==> config.mk <==
export PLATFORM = sky130hd
export DESIGN_NAME = slpcb_bank
export DESIGN_NICKNAME = d
export VERILOG_FILES = /design/src/rtl/slpcb_bank.v
export VERILOG_INCLUDE_DIRS = /design/src /design/src/rtl
export SDC_FILE = /design/constraint.sdc
export NUM_CORES = 1
export LEC_CHECK = 0
export CAP_MARGIN = 40
export CELL_PAD_IN_SITES_DETAIL_PLACEMENT = 0
export CELL_PAD_IN_SITES_GLOBAL_PLACEMENT = 1
export CORE_MARGIN = 10
export CORE_UTILIZATION = 53
export CTS_CLUSTER_SIZE = 25
export DETAILED_ROUTE_END_ITERATION = 16
export DONT_BUFFER_PORTS = 1
export PLACE_DENSITY_LB_ADDON = 0.2
export SYNTH_ARGS = -nofsm -noshare
export SYNTH_HDL_FRONTEND = slang
export SYNTH_SLANG_ARGS = --single-unit
==> constraint.sdc <==
create_clock -name clock -period 76.8 [get_ports clock]
set_input_delay 15.36 -clock clock [delete_from_list [all_inputs] [get_ports clock]]
set_output_delay 15.36 -clock clock [all_outputs]
set_load 0.02 [all_outputs]
==> src/rtl/slpcb_consts.vh <==
// Constants for the serial link parameter configuration bank.
// Assumes inclusion by bare name from the bank module only.
`ifndef SLPCB_CONSTS_VH
`define SLPCB_CONSTS_VH

// ========================================
// Register addresses on the serial control port
`define SLPCB_ADDR_W 13
`define SLPCB_A_DEV_ID 13'h0064
`define SLPCB_A_BANK_ID 13'h0065
`define SLPCB_A_LANE_ID 13'h0067
`define SLPCB_A_SCR_LANES 13'h006e
`define SLPCB_A_OCTETS 13'h006f
`define SLPCB_A_FRAMES_MF 13'h0070
`define SLPCB_A_CONVERTERS 13'h0071
`define SLPCB_A_CTRL_RES 13'h0072
`define SLPCB_A_SUBCLASS 13'h0073
`define SLPCB_A_SAMPLES 13'h0074
`define SLPCB_A_DENSITY 13'h0075
`define SLPCB_A_SCRATCH1 13'h0076
`define SLPCB_A_SCRATCH2 13'h0077
`define SLPCB_A_CHECKSUM 13'h0079
`define SLPCB_A_DRV_CTRL 13'h0080
`define SLPCB_A_LMFC_OFS 13'h008b
`define SLPCB_A_EMPHASIS 13'h00a8

// ========================================
// Field positions
`define SLPCB_SCR_BIT 7
`define SLPCB_DRV_PD_BIT 1
`define SLPCB_SAMPLES_KEEP_BIT 5

// ========================================
// Fixed read-only values and emphasis codes
`define SLPCB_RESOLUTION 4'hd
`define SLPCB_SAMPLE_BITS 4'hf
`define SLPCB_SAMPLES_PER_FRAME 5'h00
`define SLPCB_CTRL_WORDS 5'h00
`define SLPCB_EMPH_OFF 8'h04
`define SLPCB_EMPH_ON 8'h14

// ========================================
// Reset values
`define SLPCB_RST_DEV_ID 8'h00
`define SLPCB_RST_BANK_ID 4'h0
`define SLPCB_RST_LANE_ID 5'h00
`define SLPCB_RST_SCR 1'b0
`define SLPCB_RST_LANES 5'h00
`define SLPCB_RST_FRAMES_MF 8'h1f
`define SLPCB_RST_CONVERTERS 8'h00
`define SLPCB_RST_CTRL_BITS 2'h0
`define SLPCB_RST_SUBCLASS 2'h1
`define SLPCB_RST_SCRATCH 8'h00
`define SLPCB_RST_DRV_PD 1'b0
`define SLPCB_RST_LMFC_OFS 5'h00
`define SLPCB_RST_EMPHASIS 8'h04

// ========================================
// Serial transfer framing
`define SLPCB_INSTR_LAST 5'd15
`define SLPCB_DATA_FIRST 5'd16
`define SLPCB_DATA_LAST 5'd23

`endif
==> src/rtl/slpcb_bank.v <==
// Link parameter register bank reached through the serial control port.
// Assumes a 20 MHz clock well above the serial clock rate; all port pins
// and the system reference come from outside and are synchronised here.
//
// Behaviour
// - Eight-bit read/write device identifier in its own register.
// - Four-bit bank identifier in bits 3..0, upper bits unused.
// - Five-bit lane identifier in bits 4..0, bits 7..5 unused.
// - Scramble enable bit 7 high scrambles link data, low bypasses.
// - Lane count holds value minus one; zero means one lane.
// - Octets per frame reads twice converters over lanes, read only.
// - Converter count zero connects the link to the primary input.
// - Control bits select none, one overrange, or two over/underflow.
// - Resolution field reads 0xd, read only.
// - Subclass field bits 6..5 select subclass zero or one.
// - Sample width field reads 0xf, read only.
// - Samples per frame reads zero; bit 5 held at one.
// - High density reads zero; control words per frame reads zero.
// - Two read/write scratch registers with no effect on the link.
// - Checksum is sum of lane link parameters modulo 256.
// - Driver control bit 1 high powers down the serial drivers.
// - System reference loads the multiframe phase counter with offset.
// - Emphasis 0x04 disables, 0x14 enables driver preemphasis.
`timescale 1ns/100ps
`include "slpcb_consts.vh"

module slpcb_bank (
    input wire clock,
    input wire rst,
    input wire clock_en,
    input wire spi_sclk,
    input wire spi_cs_n,
    input wire spi_sdio_in,
    output reg spi_sdio_out,
    output reg spi_sdio_oe,
    input wire sysref,
    output wire [7:0] device_id,
    output wire [3:0] bank_id,
    output wire [4:0] lane_id,
    output wire scramble_en,
    output wire [4:0] lane_count_m1,
    output wire [7:0] frames_per_mf,
    output wire single_converter,
    output wire [1:0] ctrl_bits_sel,
    output wire [1:0] subclass_sel,
    output wire driver_power_down,
    output wire preemphasis_en,
    output wire [7:0] lane_checksum,
    output reg [4:0] lmfc_phase
);

    // ========================================
    // Pin synchronisers
    // The serial pins are asynchronous, so only second stages are used.
    reg [1:0] sclk_sync;
    reg [1:0] cs_sync;
    reg [1:0] sdi_sync;
    reg [1:0] sysref_sync;
    reg sclk_prev;
    reg sysref_prev;

    always @(posedge clock) begin
        if (rst) begin
            sclk_sync <= 2'h0;
            cs_sync <= 2'h3;
            sdi_sync <= 2'h0;
            sysref_sync <= 2'h0;
            sclk_prev <= 1'b0;
            sysref_prev <= 1'b0;
        end else if (clock_en) begin
            sclk_sync <= {sclk_sync[0], spi_sclk};
            cs_sync <= {cs_sync[0], spi_cs_n};
            sdi_sync <= {sdi_sync[0], spi_sdio_in};
            sysref_sync <= {sysref_sync[0], sysref};
            sclk_prev <= sclk_sync[1];
            sysref_prev <= sysref_sync[1];
        end
    end

    wire sclk_rise = sclk_sync[1] & ~sclk_prev;
    wire sclk_fall = ~sclk_sync[1] & sclk_prev;
    wire sel = ~cs_sync[1];
    wire sdi = sdi_sync[1];
    wire sysref_rise = sysref_sync[1] & ~sysref_prev;

    // ========================================
    // Serial transfer engine
    // Instruction is R/W, two length bits, then a 13-bit address. Data
    // bytes follow; each further byte goes to the next lower address.
    reg [4:0] bit_cnt;
    reg [14:0] instr;
    reg read_op;
    reg [12:0] addr;
    reg [6:0] wshift;
    reg [6:0] rshift;
    reg [7:0] rd_data;

    wire wr_en = sel & sclk_rise & ~read_op &
        (bit_cnt == `SLPCB_DATA_LAST);
    wire [7:0] wr_data = {wshift, sdi};

    always @(posedge clock) begin
        if (rst) begin
            bit_cnt <= 5'd0;
            instr <= 15'h0000;
            read_op <= 1'b0;
            addr <= 13'h0000;
            wshift <= 7'h00;
            rshift <= 7'h00;
            spi_sdio_out <= 1'b0;
            spi_sdio_oe <= 1'b0;
        end else if (clock_en) begin
            if (!sel) begin
                bit_cnt <= 5'd0;
                spi_sdio_oe <= 1'b0;
            end else if (sclk_rise) begin
                if (bit_cnt < `SLPCB_DATA_FIRST) begin
                    instr <= {instr[13:0], sdi};
                    bit_cnt <= bit_cnt + 5'd1;
                    if (bit_cnt == `SLPCB_INSTR_LAST) begin
                        read_op <= instr[14];
                        addr <= {instr[11:0], sdi};
                    end
                end else if (bit_cnt == `SLPCB_DATA_LAST) begin
                    bit_cnt <= `SLPCB_DATA_FIRST;
                    addr <= addr - 13'h0001;
                end else begin
                    wshift <= {wshift[5:0], sdi};
                    bit_cnt <= bit_cnt + 5'd1;
                end
            end else if (sclk_fall && read_op &&
                         bit_cnt >= `SLPCB_DATA_FIRST) begin
                spi_sdio_oe <= 1'b1;
                if (bit_cnt == `SLPCB_DATA_FIRST) begin
                    spi_sdio_out <= rd_data[7];
                    rshift <= rd_data[6:0];
                end else begin
                    spi_sdio_out <= rshift[6];
                    rshift <= {rshift[5:0], 1'b0};
                end
            end
        end
    end

    // ========================================
    // Register storage
    reg [7:0] dev_id_q;
    reg [3:0] bank_id_q;
    reg [4:0] lane_id_q;
    reg scr_q;
    reg [4:0] lanes_q;
    reg [7:0] frames_q;
    reg [7:0] conv_q;
    reg [1:0] ctrl_bits_q;
    reg [1:0] subclass_q;
    reg [7:0] scratch1_q;
    reg [7:0] scratch2_q;
    reg drv_pd_q;
    reg [4:0] lmfc_ofs_q;
    reg [7:0] emph_q;

    // Frames per multiframe is stored as written; a value that is not a
    // multiple of four is the host's fault and is not corrected here.
    always @(posedge clock) begin
        if (rst) begin
            dev_id_q <= `SLPCB_RST_DEV_ID;
            bank_id_q <= `SLPCB_RST_BANK_ID;
            lane_id_q <= `SLPCB_RST_LANE_ID;
            scr_q <= `SLPCB_RST_SCR;
            lanes_q <= `SLPCB_RST_LANES;
            frames_q <= `SLPCB_RST_FRAMES_MF;
            conv_q <= `SLPCB_RST_CONVERTERS;
            ctrl_bits_q <= `SLPCB_RST_CTRL_BITS;
            subclass_q <= `SLPCB_RST_SUBCLASS;
            scratch1_q <= `SLPCB_RST_SCRATCH;
            scratch2_q <= `SLPCB_RST_SCRATCH;
            drv_pd_q <= `SLPCB_RST_DRV_PD;
            lmfc_ofs_q <= `SLPCB_RST_LMFC_OFS;
            emph_q <= `SLPCB_RST_EMPHASIS;
        end else if (clock_en && wr_en) begin
            case (addr)
                `SLPCB_A_DEV_ID: dev_id_q <= wr_data;
                `SLPCB_A_BANK_ID: bank_id_q <= wr_data[3:0];
                `SLPCB_A_LANE_ID: lane_id_q <= wr_data[4:0];
                `SLPCB_A_SCR_LANES: begin
                    scr_q <= wr_data[`SLPCB_SCR_BIT];
                    lanes_q <= wr_data[4:0];
                end
                `SLPCB_A_FRAMES_MF: frames_q <= wr_data;
                `SLPCB_A_CONVERTERS: conv_q <= wr_data;
                `SLPCB_A_CTRL_RES: ctrl_bits_q <= wr_data[7:6];
                `SLPCB_A_SUBCLASS: subclass_q <= wr_data[6:5];
                `SLPCB_A_SCRATCH1: scratch1_q <= wr_data;
                `SLPCB_A_SCRATCH2: scratch2_q <= wr_data;
                `SLPCB_A_DRV_CTRL: begin
                    drv_pd_q <= wr_data[`SLPCB_DRV_PD_BIT];
                end
                `SLPCB_A_LMFC_OFS: lmfc_ofs_q <= wr_data[4:0];
                `SLPCB_A_EMPHASIS: emph_q <= wr_data;
                default: begin
                end
            endcase
        end
    end

    // ========================================
    // Derived read-only values
    // Octets per frame follows the stored converter and lane counts, so a
    // misconfiguration shows up on readback rather than being hidden.
    wire [9:0] conv_x2 = {1'b0, conv_q, 1'b0} + 10'd2;
    wire [9:0] lanes_n = {5'h00, lanes_q} + 10'd1;
    wire [9:0] octets_full = conv_x2 / lanes_n;
    wire [7:0] octets = octets_full[7:0];

    // The sum is combinational so it tracks every write at once.
    wire [7:0] csum = dev_id_q + {4'h0, bank_id_q} + {3'h0, lane_id_q} +
        {7'h00, scr_q} + {3'h0, lanes_q} + (octets - 8'h01) + frames_q +
        conv_q + {6'h00, ctrl_bits_q} + {4'h0, `SLPCB_RESOLUTION} +
        {6'h00, subclass_q} + {4'h0, `SLPCB_SAMPLE_BITS} +
        {3'h0, `SLPCB_SAMPLES_PER_FRAME} +
        {3'h0, `SLPCB_CTRL_WORDS};

    // ========================================
    // Read multiplexer
    always @* begin
        rd_data = 8'h00;
        case (addr)
            `SLPCB_A_DEV_ID: rd_data = dev_id_q;
            `SLPCB_A_BANK_ID: rd_data = {4'h0, bank_id_q};
            `SLPCB_A_LANE_ID: rd_data = {3'h0, lane_id_q};
            `SLPCB_A_SCR_LANES: rd_data = {scr_q, 2'h0, lanes_q};
            `SLPCB_A_OCTETS: rd_data = octets;
            `SLPCB_A_FRAMES_MF: rd_data = frames_q;
            `SLPCB_A_CONVERTERS: rd_data = conv_q;
            `SLPCB_A_CTRL_RES:
                rd_data = {ctrl_bits_q, 2'h0, `SLPCB_RESOLUTION};
            `SLPCB_A_SUBCLASS: rd_data = {1'b0, subclass_q, 1'b0,
                `SLPCB_SAMPLE_BITS};
            `SLPCB_A_SAMPLES: rd_data = {2'h0, 1'b1,
                `SLPCB_SAMPLES_PER_FRAME};
            `SLPCB_A_DENSITY:
                rd_data = {1'b0, 2'h0, `SLPCB_CTRL_WORDS};
            `SLPCB_A_SCRATCH1: rd_data = scratch1_q;
            `SLPCB_A_SCRATCH2: rd_data = scratch2_q;
            `SLPCB_A_CHECKSUM: rd_data = csum;
            `SLPCB_A_DRV_CTRL: rd_data = {6'h00, drv_pd_q, 1'b0};
            `SLPCB_A_LMFC_OFS: rd_data = {3'h0, lmfc_ofs_q};
            `SLPCB_A_EMPHASIS: rd_data = emph_q;
            default: rd_data = 8'h00;
        endcase
    end

    // ========================================
    // Local multiframe phase counter
    // It wraps after the programmed frame count; one count per enabled clock.
    wire [4:0] mf_last = frames_q[4:0] - 5'd1;

    always @(posedge clock) begin
        if (rst) begin
            lmfc_phase <= 5'h00;
        end else if (clock_en) begin
            if (sysref_rise) begin
                lmfc_phase <= lmfc_ofs_q;
            end else if (lmfc_phase == mf_last) begin
                lmfc_phase <= 5'h00;
            end else begin
                lmfc_phase <= lmfc_phase + 5'd1;
            end
        end
    end

    // ========================================
    // Link-facing controls
    assign device_id = dev_id_q;
    assign bank_id = bank_id_q;
    assign lane_id = lane_id_q;
    assign scramble_en = scr_q;
    assign lane_count_m1 = lanes_q;
    assign frames_per_mf = frames_q;
    assign single_converter = (conv_q == 8'h00);
    assign ctrl_bits_sel = ctrl_bits_q;
    assign subclass_sel = subclass_q;
    assign driver_power_down = drv_pd_q;
    assign preemphasis_en = (emph_q == `SLPCB_EMPH_ON);
    assign lane_checksum = csum;

endmodule

==> results by group, run 1 <==
Logic synthesis
  • Synth Flop Type: dfxtp_1
  • Async SR Flop Fraction: 0%
  • Top-count cell post-synth: nand2_1
  • Leading post-synthesis cells by cell area: dfxtp_1 (25%), ha_1 (8.4%), fa_1 (5.6%), mux2i_1 (5.4%), nand2_1 (5.4%)
  • Cell variety after synth: 89
  • Yosys warns: 0
  • Leading area contributor after synthesis: dfxtp_1
  • Post-synth EDFFs: 0
  • Synth top cells by count: nand2_1 (159), dfxtp_1 (138), nor2_1 (135), a21oi_1 (105), ha_1 (75)
  • Cells after Synth: 1,392
  • Post-Syn Area per Cell: about 8 um^2
  • Syn nets: 1,505
  • Seq/Total Area, Yosys: 24.86%
  • Synth top area share: 24.86%
  • Cell area after synthesis: between 0.01 and 0.015 mm^2
  • #FFs+latches synth: 138

Drt
  • Antenna-violating nets left: 0
  • Drt wl/cell: 20.32 um
  • Post-DR vias/cell: 6.234
  • Drt total wl: ~33,000 um
  • Post-route DRC: 0
  • DRT iter0 DRCs: 837
  • Drt pass-1 iters: 6
  • Vias after detailed routing: ~10,000

Worst setup path
  • WP data required: between 60,000 and 70,000 ps
  • CP endpoint kind: primary output
  • Stages on worst setup path: 100
  • CP max-delay cell: a221oi_2
  • Slowest stage delay, CP: 890 ps
  • Critical path arrival: 23,860 ps
  • Worst-path maximum fanout: 18
  • Delay-heaviest family, CP: compound AO/OA/AOI/OAI gates
  • Kind of critical path: reg -> out
  • Type of origin of the critical path: flop
  • FF-to-FF path depth: 104
  • Most Frequent Cell on Critical Path: ha_1
  • Critical path buffers and inverters: 6

Clock network
  • Clock sinks: 138
  • Post-CTS Hold Buffers: 0
  • Post-CTS sizing: 0
  • Skew-Pair Late Insertion Delay: roughly 420 ps
  • H-tree depth: 4
  • CTS tree: yes
  • Clock root buffer: clkbuf_16
  • Cts bufs inserted: 17
  • Postcts setup bufs: 0
  • Worst-path clk slew: 60 ps
  • Maximum root-to-sink buffer count: 2

GRT
  • Largest net degree at the start of global routing: 136
  • Met3 usage in global routing: 6.049%
  • Total gr overflow: 0
  • Initial antenna violation count: 0
  • GRT busiest layer: met2
  • First-pass GRT wire length: approximately 53,000 um
  • GRT Util Overall: 24.22%
  • Met2 GRT Util: 40.41%
  • Vias in the first global route: ~9,600
  • Met1 Track Usage GR: 29.76%

Power and ir drop
  • Power per cell area: 13.53 mW/mm^2
  • Clock share of power: 54.0%
  • Leakage power total: 4.745 nW
  • Pint: 0.1271 mW
  • Max IR drop VDD: ~0.016 mV
  • Sw Ratio: 20.62%
  • Logic pwr share: 0.7%
  • P_sw: 0.03302 mW
  • Sequential Power Share: a little under half

Die
  • Die Span Y: 164.8 um
  • Starting Density: 54.40%
  • Core Region: slightly above 0.02 mm^2
  • Die area: 0.02716 mm^2
  • Die X: 164.8 um
  • I/O pin count: 60
  • Row cnt: 52

STA
  • Clk_skew: 8.189 ps
  • Least-Margin Pin Slew: 1040 ps
  • Slew HR: 30.67%
  • Setup-failing EPs final: 0
  • Slew Limit Fails: 0
  • Hold WS: between 400 and 500 ps
  • RSZ-0062 raised after global routing: false
  • Final min period: 39,220 ps
  • Hold Violations, Final: 0
  • F_max: 25.50 MHz
  • Final period utilization: 51.07%
  • Setup TNS: 0 ps

Cells and area
  • Non-filler cells, final: approximately 1,600
  • Layout Nets: between 1,000 and 1,500
  • Post-layout util: 57.95%
  • Ant. Diodes: 0
  • Area grow syn2layout: 6.518%
  • Share of layout cells above drive strength 1: 7.074%

Run status
  • Status: completed

Place
  • Placed instance count: roughly 1,600
  • HPWL after DPL: 24,780 um
  • Routability Congestion: 0.9221
  • I/O Buffers: 0

Flow run
  • Max Cap Viol: 0

Worst hold path
  • HP Class: reg -> reg
  • Hold path depth: 2
[registers in the layout, summed over array words and instances, names as in the netlist, 8 cells and up]
| signal | count |
|---|---|
| instr | 15 |
| addr | 13 |
| conv_q | 8 |
| device_id | 8 |
| emph_q | 8 |
| frames_per_mf | 8 |
| scratch1_q | 8 |
| scratch2_q | 8 |
[cell type report]
type	instances	area (um^2)
clock inverters	14	196.4
multi-input cells	1097	7740
inverters	81	304.0
well taps	270	337.8
repair buffers	9	68.82
fillers	1947	8591
flip-flops and latches	138	2763
clock buffers	18	429.2
[logic make-up after synthesis]
group | synth area share (%)
AO/OA/AOI/OAI | 20.06
buffers and inverters | 5.606
AND/OR/NAND/NOR | 22.73
flip-flops | 24.86
XOR/XNOR | 4.897
adder cells (fa/ha/maj) | 14.03
multiplexers | 7.824
[worst min-delay path: cells and delay by family (launching register included)]
kind             cells  cell delay [ps]
flip-flops           1              310
AND/OR/NAND/NOR      1               50
AO/OA/AOI/OAI        1               50
[worst paths after layout]
path / start / endpoint / slack [ps]
hold reg to reg: instr[13] / instr[13] / 460
setup reg to reg: conv_q[0] / rshift[5] / 52490
setup / recovery: conv_q[0] / lane_checksum[6] / 37580
hold / removal: instr[13] / instr[13] / 460
[routing by layer]
| metal | vias to the layer above | wire (um) |
|---|---|---|
| li1 | 4862 | - |
| met4 | 0 | 991 |
| met3 | 69 | 2470 |
| met1 | 4867 | 13980 |
| met2 | 344 | 15620 |
| met5 | - | 0 |
[cells in the final DEF (no fill, tap or decap), drive strengths merged, types with 14 or more instances in the layout]
cell type  netlist  final
nand2          159    159
dfxtp          138    138
nor2           135    135
a21oi          106    106
inv             80     81
ha              75     75
nand3           68     68
mux2i           61     61
o21ai           49     49
xnor2           37     37
nor3            34     34
fa              31     31
o21a            23     23
a21o            23     23
a22oi           22     22
nor2b           21     21
xor2            20     20
mux2            20     20
and3            18     18
clkbuf          63     18
and2            17     17
nand2b          14     14
a211oi          14     14
nand4           14     14
[metrics by stage]
| step | cell area (um^2) | setup slack, ps | power [mW] |
|---|---|---|---|
| after floorplan | 11110 | 41820 | 0.07604 |
| after global placement | 11170 | 39260 | 0.07525 |
| after detailed placement | 11210 | 38370 | 0.07529 |
| after CTS | 11840 | 37810 | 0.1610 |
| after global routing | 11840 | 35880 | 0.1647 |
| final | 11840 | 37580 | 0.1601 |
[power groups by stage]
stage	registers [mW]	clock network [mW]	logic [mW]
after floorplan	0.0739	0	0.00214
after detailed placement	0.0741	0	0.00120
final	0.0725	0.0864	0.00119
after global routing	0.0725	0.0908	0.00138
after global placement	0.0741	0	0.00117
after CTS	0.0725	0.0872	0.00121
Power figures use the tool's default switching activity.
==> run 2: changes to the inputs <==
- CORE_UTILIZATION: 53 -> 45
- clock period: 76.8 -> 31.6 ns (I/O delays scaled with it)
==> results by group, run 2 (synthesis results as in run 1) <==
Cells and area
  • Commonest non-fill, non-tap cell in the layout: nand2_1
  • Share of layout cells above drive strength 1: 7.216% (+0.14 points)
  • Final Cell Area: 0.01183 mm^2 (about the same)
  • Ant. Diodes: 0 (unchanged)
  • Layout Nets: 1,458 (+0.069%)
  • Area grow syn2layout: 6.473% (about the same)
  • Post-layout util: 48.66% (-9.3 points)
  • Largest register FFs: 15 (unchanged)
  • Largest Register: instr
  • Commonest non-fill, non-tap cells in the layout: nand2_1 (159), dfxtp_1 (138), nor2_1 (135)
  • Largest regs: instr x15, addr x13

Run status
  • Status: completed

Worst setup path
  • Critical path arrival: 23,270 ps (-590 ps)
  • Reg-to-reg startpoint: conv_q[0]
  • CP max-delay cell: a221oi_4
  • WP data required: 25,280 ps (-36,160 ps)
  • Slowest stage delay, CP: 650 ps (-240 ps)
  • Critical path endpoint: lane_checksum[6]
  • Type of origin of the critical path: flop
  • Kind of critical path: reg -> out
  • CP endpoint kind: primary output
  • Worst-path maximum fanout: 18 (unchanged)
  • Reg2reg setup slack: 7830 ps (-44,660 ps)
  • Worst R2R End: rshift[5]
  • FF-to-FF path depth: 106 (+1.9%)
  • Crit path launch: conv_q[0]

Clock network
  • Post-CTS Hold Buffers: 0 (unchanged)
  • Worst-path clk slew: 60 ps (about the same)
  • Postcts setup bufs: 0 (unchanged)
  • Clock sinks: 138 (unchanged)
  • Cts bufs inserted: 17 (unchanged)
  • H-tree depth: 4 (unchanged)
  • CTS tree: yes
  • Clock root buffer: clkbuf_16
  • Skew-Pair Late Insertion Delay: 420 ps (about the same)
  • Maximum root-to-sink buffer count: 2 (unchanged)

STA
  • Least-Margin Pin Slew: 854.8 ps (-185.3 ps)
  • Slew HR: 42.82% (+12 points)
  • Slew Limit Fails: 0 (unchanged)
  • Final period utilization: a little over nine tenths
  • F_max: around 34 MHz
  • Setup slack after layout: 2010 ps (-35,570 ps)
  • Clk_skew: 15.48 ps (+7.294 ps)
  • Hold Violations, Final: 0 (unchanged)
  • Setup-failing EPs final: 0 (unchanged)
  • Final min period: roughly 30,000 ps
  • Setup TNS: 0 ps (unchanged)

GRT
  • First-pass GRT wire length: 54,050 um (+2.7%)
  • GRT Util Overall: 21.44% (-2.8 points)
  • Largest net degree at the start of global routing: 136 (unchanged)
  • Initial antenna violation count: 0 (unchanged)
  • Total gr overflow: 0 (unchanged)
  • Vias in the first global route: 9,367 (-2.7%)

Worst hold path
  • HP Class: reg -> reg

Die
  • Starting Density: 45.70% (-8.7 points)
  • Die Span Y: 177.2 um (+7.5%)
  • Die area: 0.03139 mm^2 (+16%)
  • I/O pin count: 60 (unchanged)
  • Die X: 177.2 um (+7.5%)
  • Core Region: 0.02432 mm^2 (+19%)
  • Row cnt: 57 (+9.6%)

Drt
  • Drt wl/cell: 20.32 um (about the same)
  • Antenna-violating nets left: 0 (unchanged)
  • DRT iter0 DRCs: 826 (-1.3%)
  • Drt total wl: 34,190 um (+3.4%)
  • Post-DR vias/cell: 5.938 (-4.7%)
  • Drt pass-1 iters: 6 (unchanged)
  • Vias after detailed routing: 9,988 (-1.5%)
  • Post-route DRC: 0 (unchanged)

Power and ir drop
  • P_sw: 0.08169 mW (+150%)
  • Max IR drop VDD: 0.03283 mV (+110%)
  • Leakage power total: 4.693 nW (-1.1%)
  • Sw Ratio: 22.77% (+2.2 points)
  • Logic pwr share: 0.8% (about the same)
  • Pint: 0.2771 mW (+120%)
  • Sequential Power Share: 49.1% (+3.8 points)
  • Clock share of power: 50.1% (-3.9 points)
  • Power per cell area: 30.32 mW/mm^2 (+120%)

Place
  • Dpl cell area: 0.01128 mm^2 (+0.60%)
  • Routability Congestion: 0.9305 (+0.91%)
  • I/O Buffers: 0 (unchanged)
  • HPWL after DPL: 25,560 um (+3.1%)
  • Dpl ws: 2164 ps (-36,200 ps)

Flow run
  • Max Cap Viol: 0 (unchanged)
## run 2: cell count changes in the layout (fill, tap and decap cells not counted), sizes merged
cell | previous run | this run
clkinv | 10 | 5
buf | 9 | 10
clkbuf | 18 | 19
inv | 81 | 84
clkinvlp | 0 | 5
bufinv | 4 | 0
## run 2: power by group through the flow
stage | clock [mW] | sequential (mW) | combinational, mW
after floorplan | 0 | 0.180 | 0.00520
after global placement | 0 | 0.180 | 0.00283
after detailed placement | 0 | 0.180 | 0.00285
after CTS | 0.184 | 0.176 | 0.00287
after global routing | 0.191 | 0.176 | 0.00329
final | 0.180 | 0.176 | 0.00284
## run 2: critical path, delay by kind of cell, from the launching register on
| family | cells | cell delay [ps] |
|---|---|---|
| mux | 3 | 1030 |
| flops | 1 | 580 |
| simple gates | 27 | 5000 |
| fa+ha+maj | 15 | 4980 |
| buf+inv | 5 | 880 |
| compound gates | 48 | 9370 |
| xor+xnor | 3 | 970 |
## run 2: worst min path at each step
stage | from | endpoint | slack, ps | cells past startpoint
after global routing | instr[13] | instr[14] | 470 | 2
after floorplan | cs_sync[0] | cs_sync[1] | 430 | 1
after global placement | instr[13] | instr[13] | 440 | 2
after CTS | instr[13] | instr[14] | 450 | 2
final | instr[13] | instr[14] | 450 | 2
after detailed placement | instr[13] | instr[14] | 440 | 2
## run 2: area by class of cell
type / instances / area (um^2)
clock buffers: 19 / 432.9
clock inverters: 13 / 93.84
well taps: 324 / 405.4
repair buffers: 10 / 76.32
inverters: 81 / 307.8
flip-flops and latches: 138 / 2763
fillers: 2400 / 12490
multi-input cells: 1097 / 7755
## run 2: per-stage QoR
step / power, mW / cells / hold slack [ps]
final: 0.3588 / 1682 / 445.4
after detailed placement: 0.1829 / 1649 / 440.0
after global placement: 0.1829 / 1644 / 438.7
after CTS: 0.3627 / 1681 / 449.5
after floorplan: 0.1848 / 1392 / 431.4
after global routing: 0.3704 / 1682 / 472.9
## run 2: routing by layer
layer / GRT usage, % / share of wire, % / up-vias
met5: 0 / 0 / -
met4: 6.515 / 2.4 / 0
met3: 3.627 / 6.3 / 47
met2: 35.19 / 47 / 332
met1: 28.13 / 45 / 4751
li1: - / - / 4858
## run 2: timing repair
| action | CTS | global route |
|---|---|---|
| endpoints found under the hold margin | 0 | 0 |
| setup endpoints to repair | 0 | 6 |
| resized for setup | 0 | 3 |
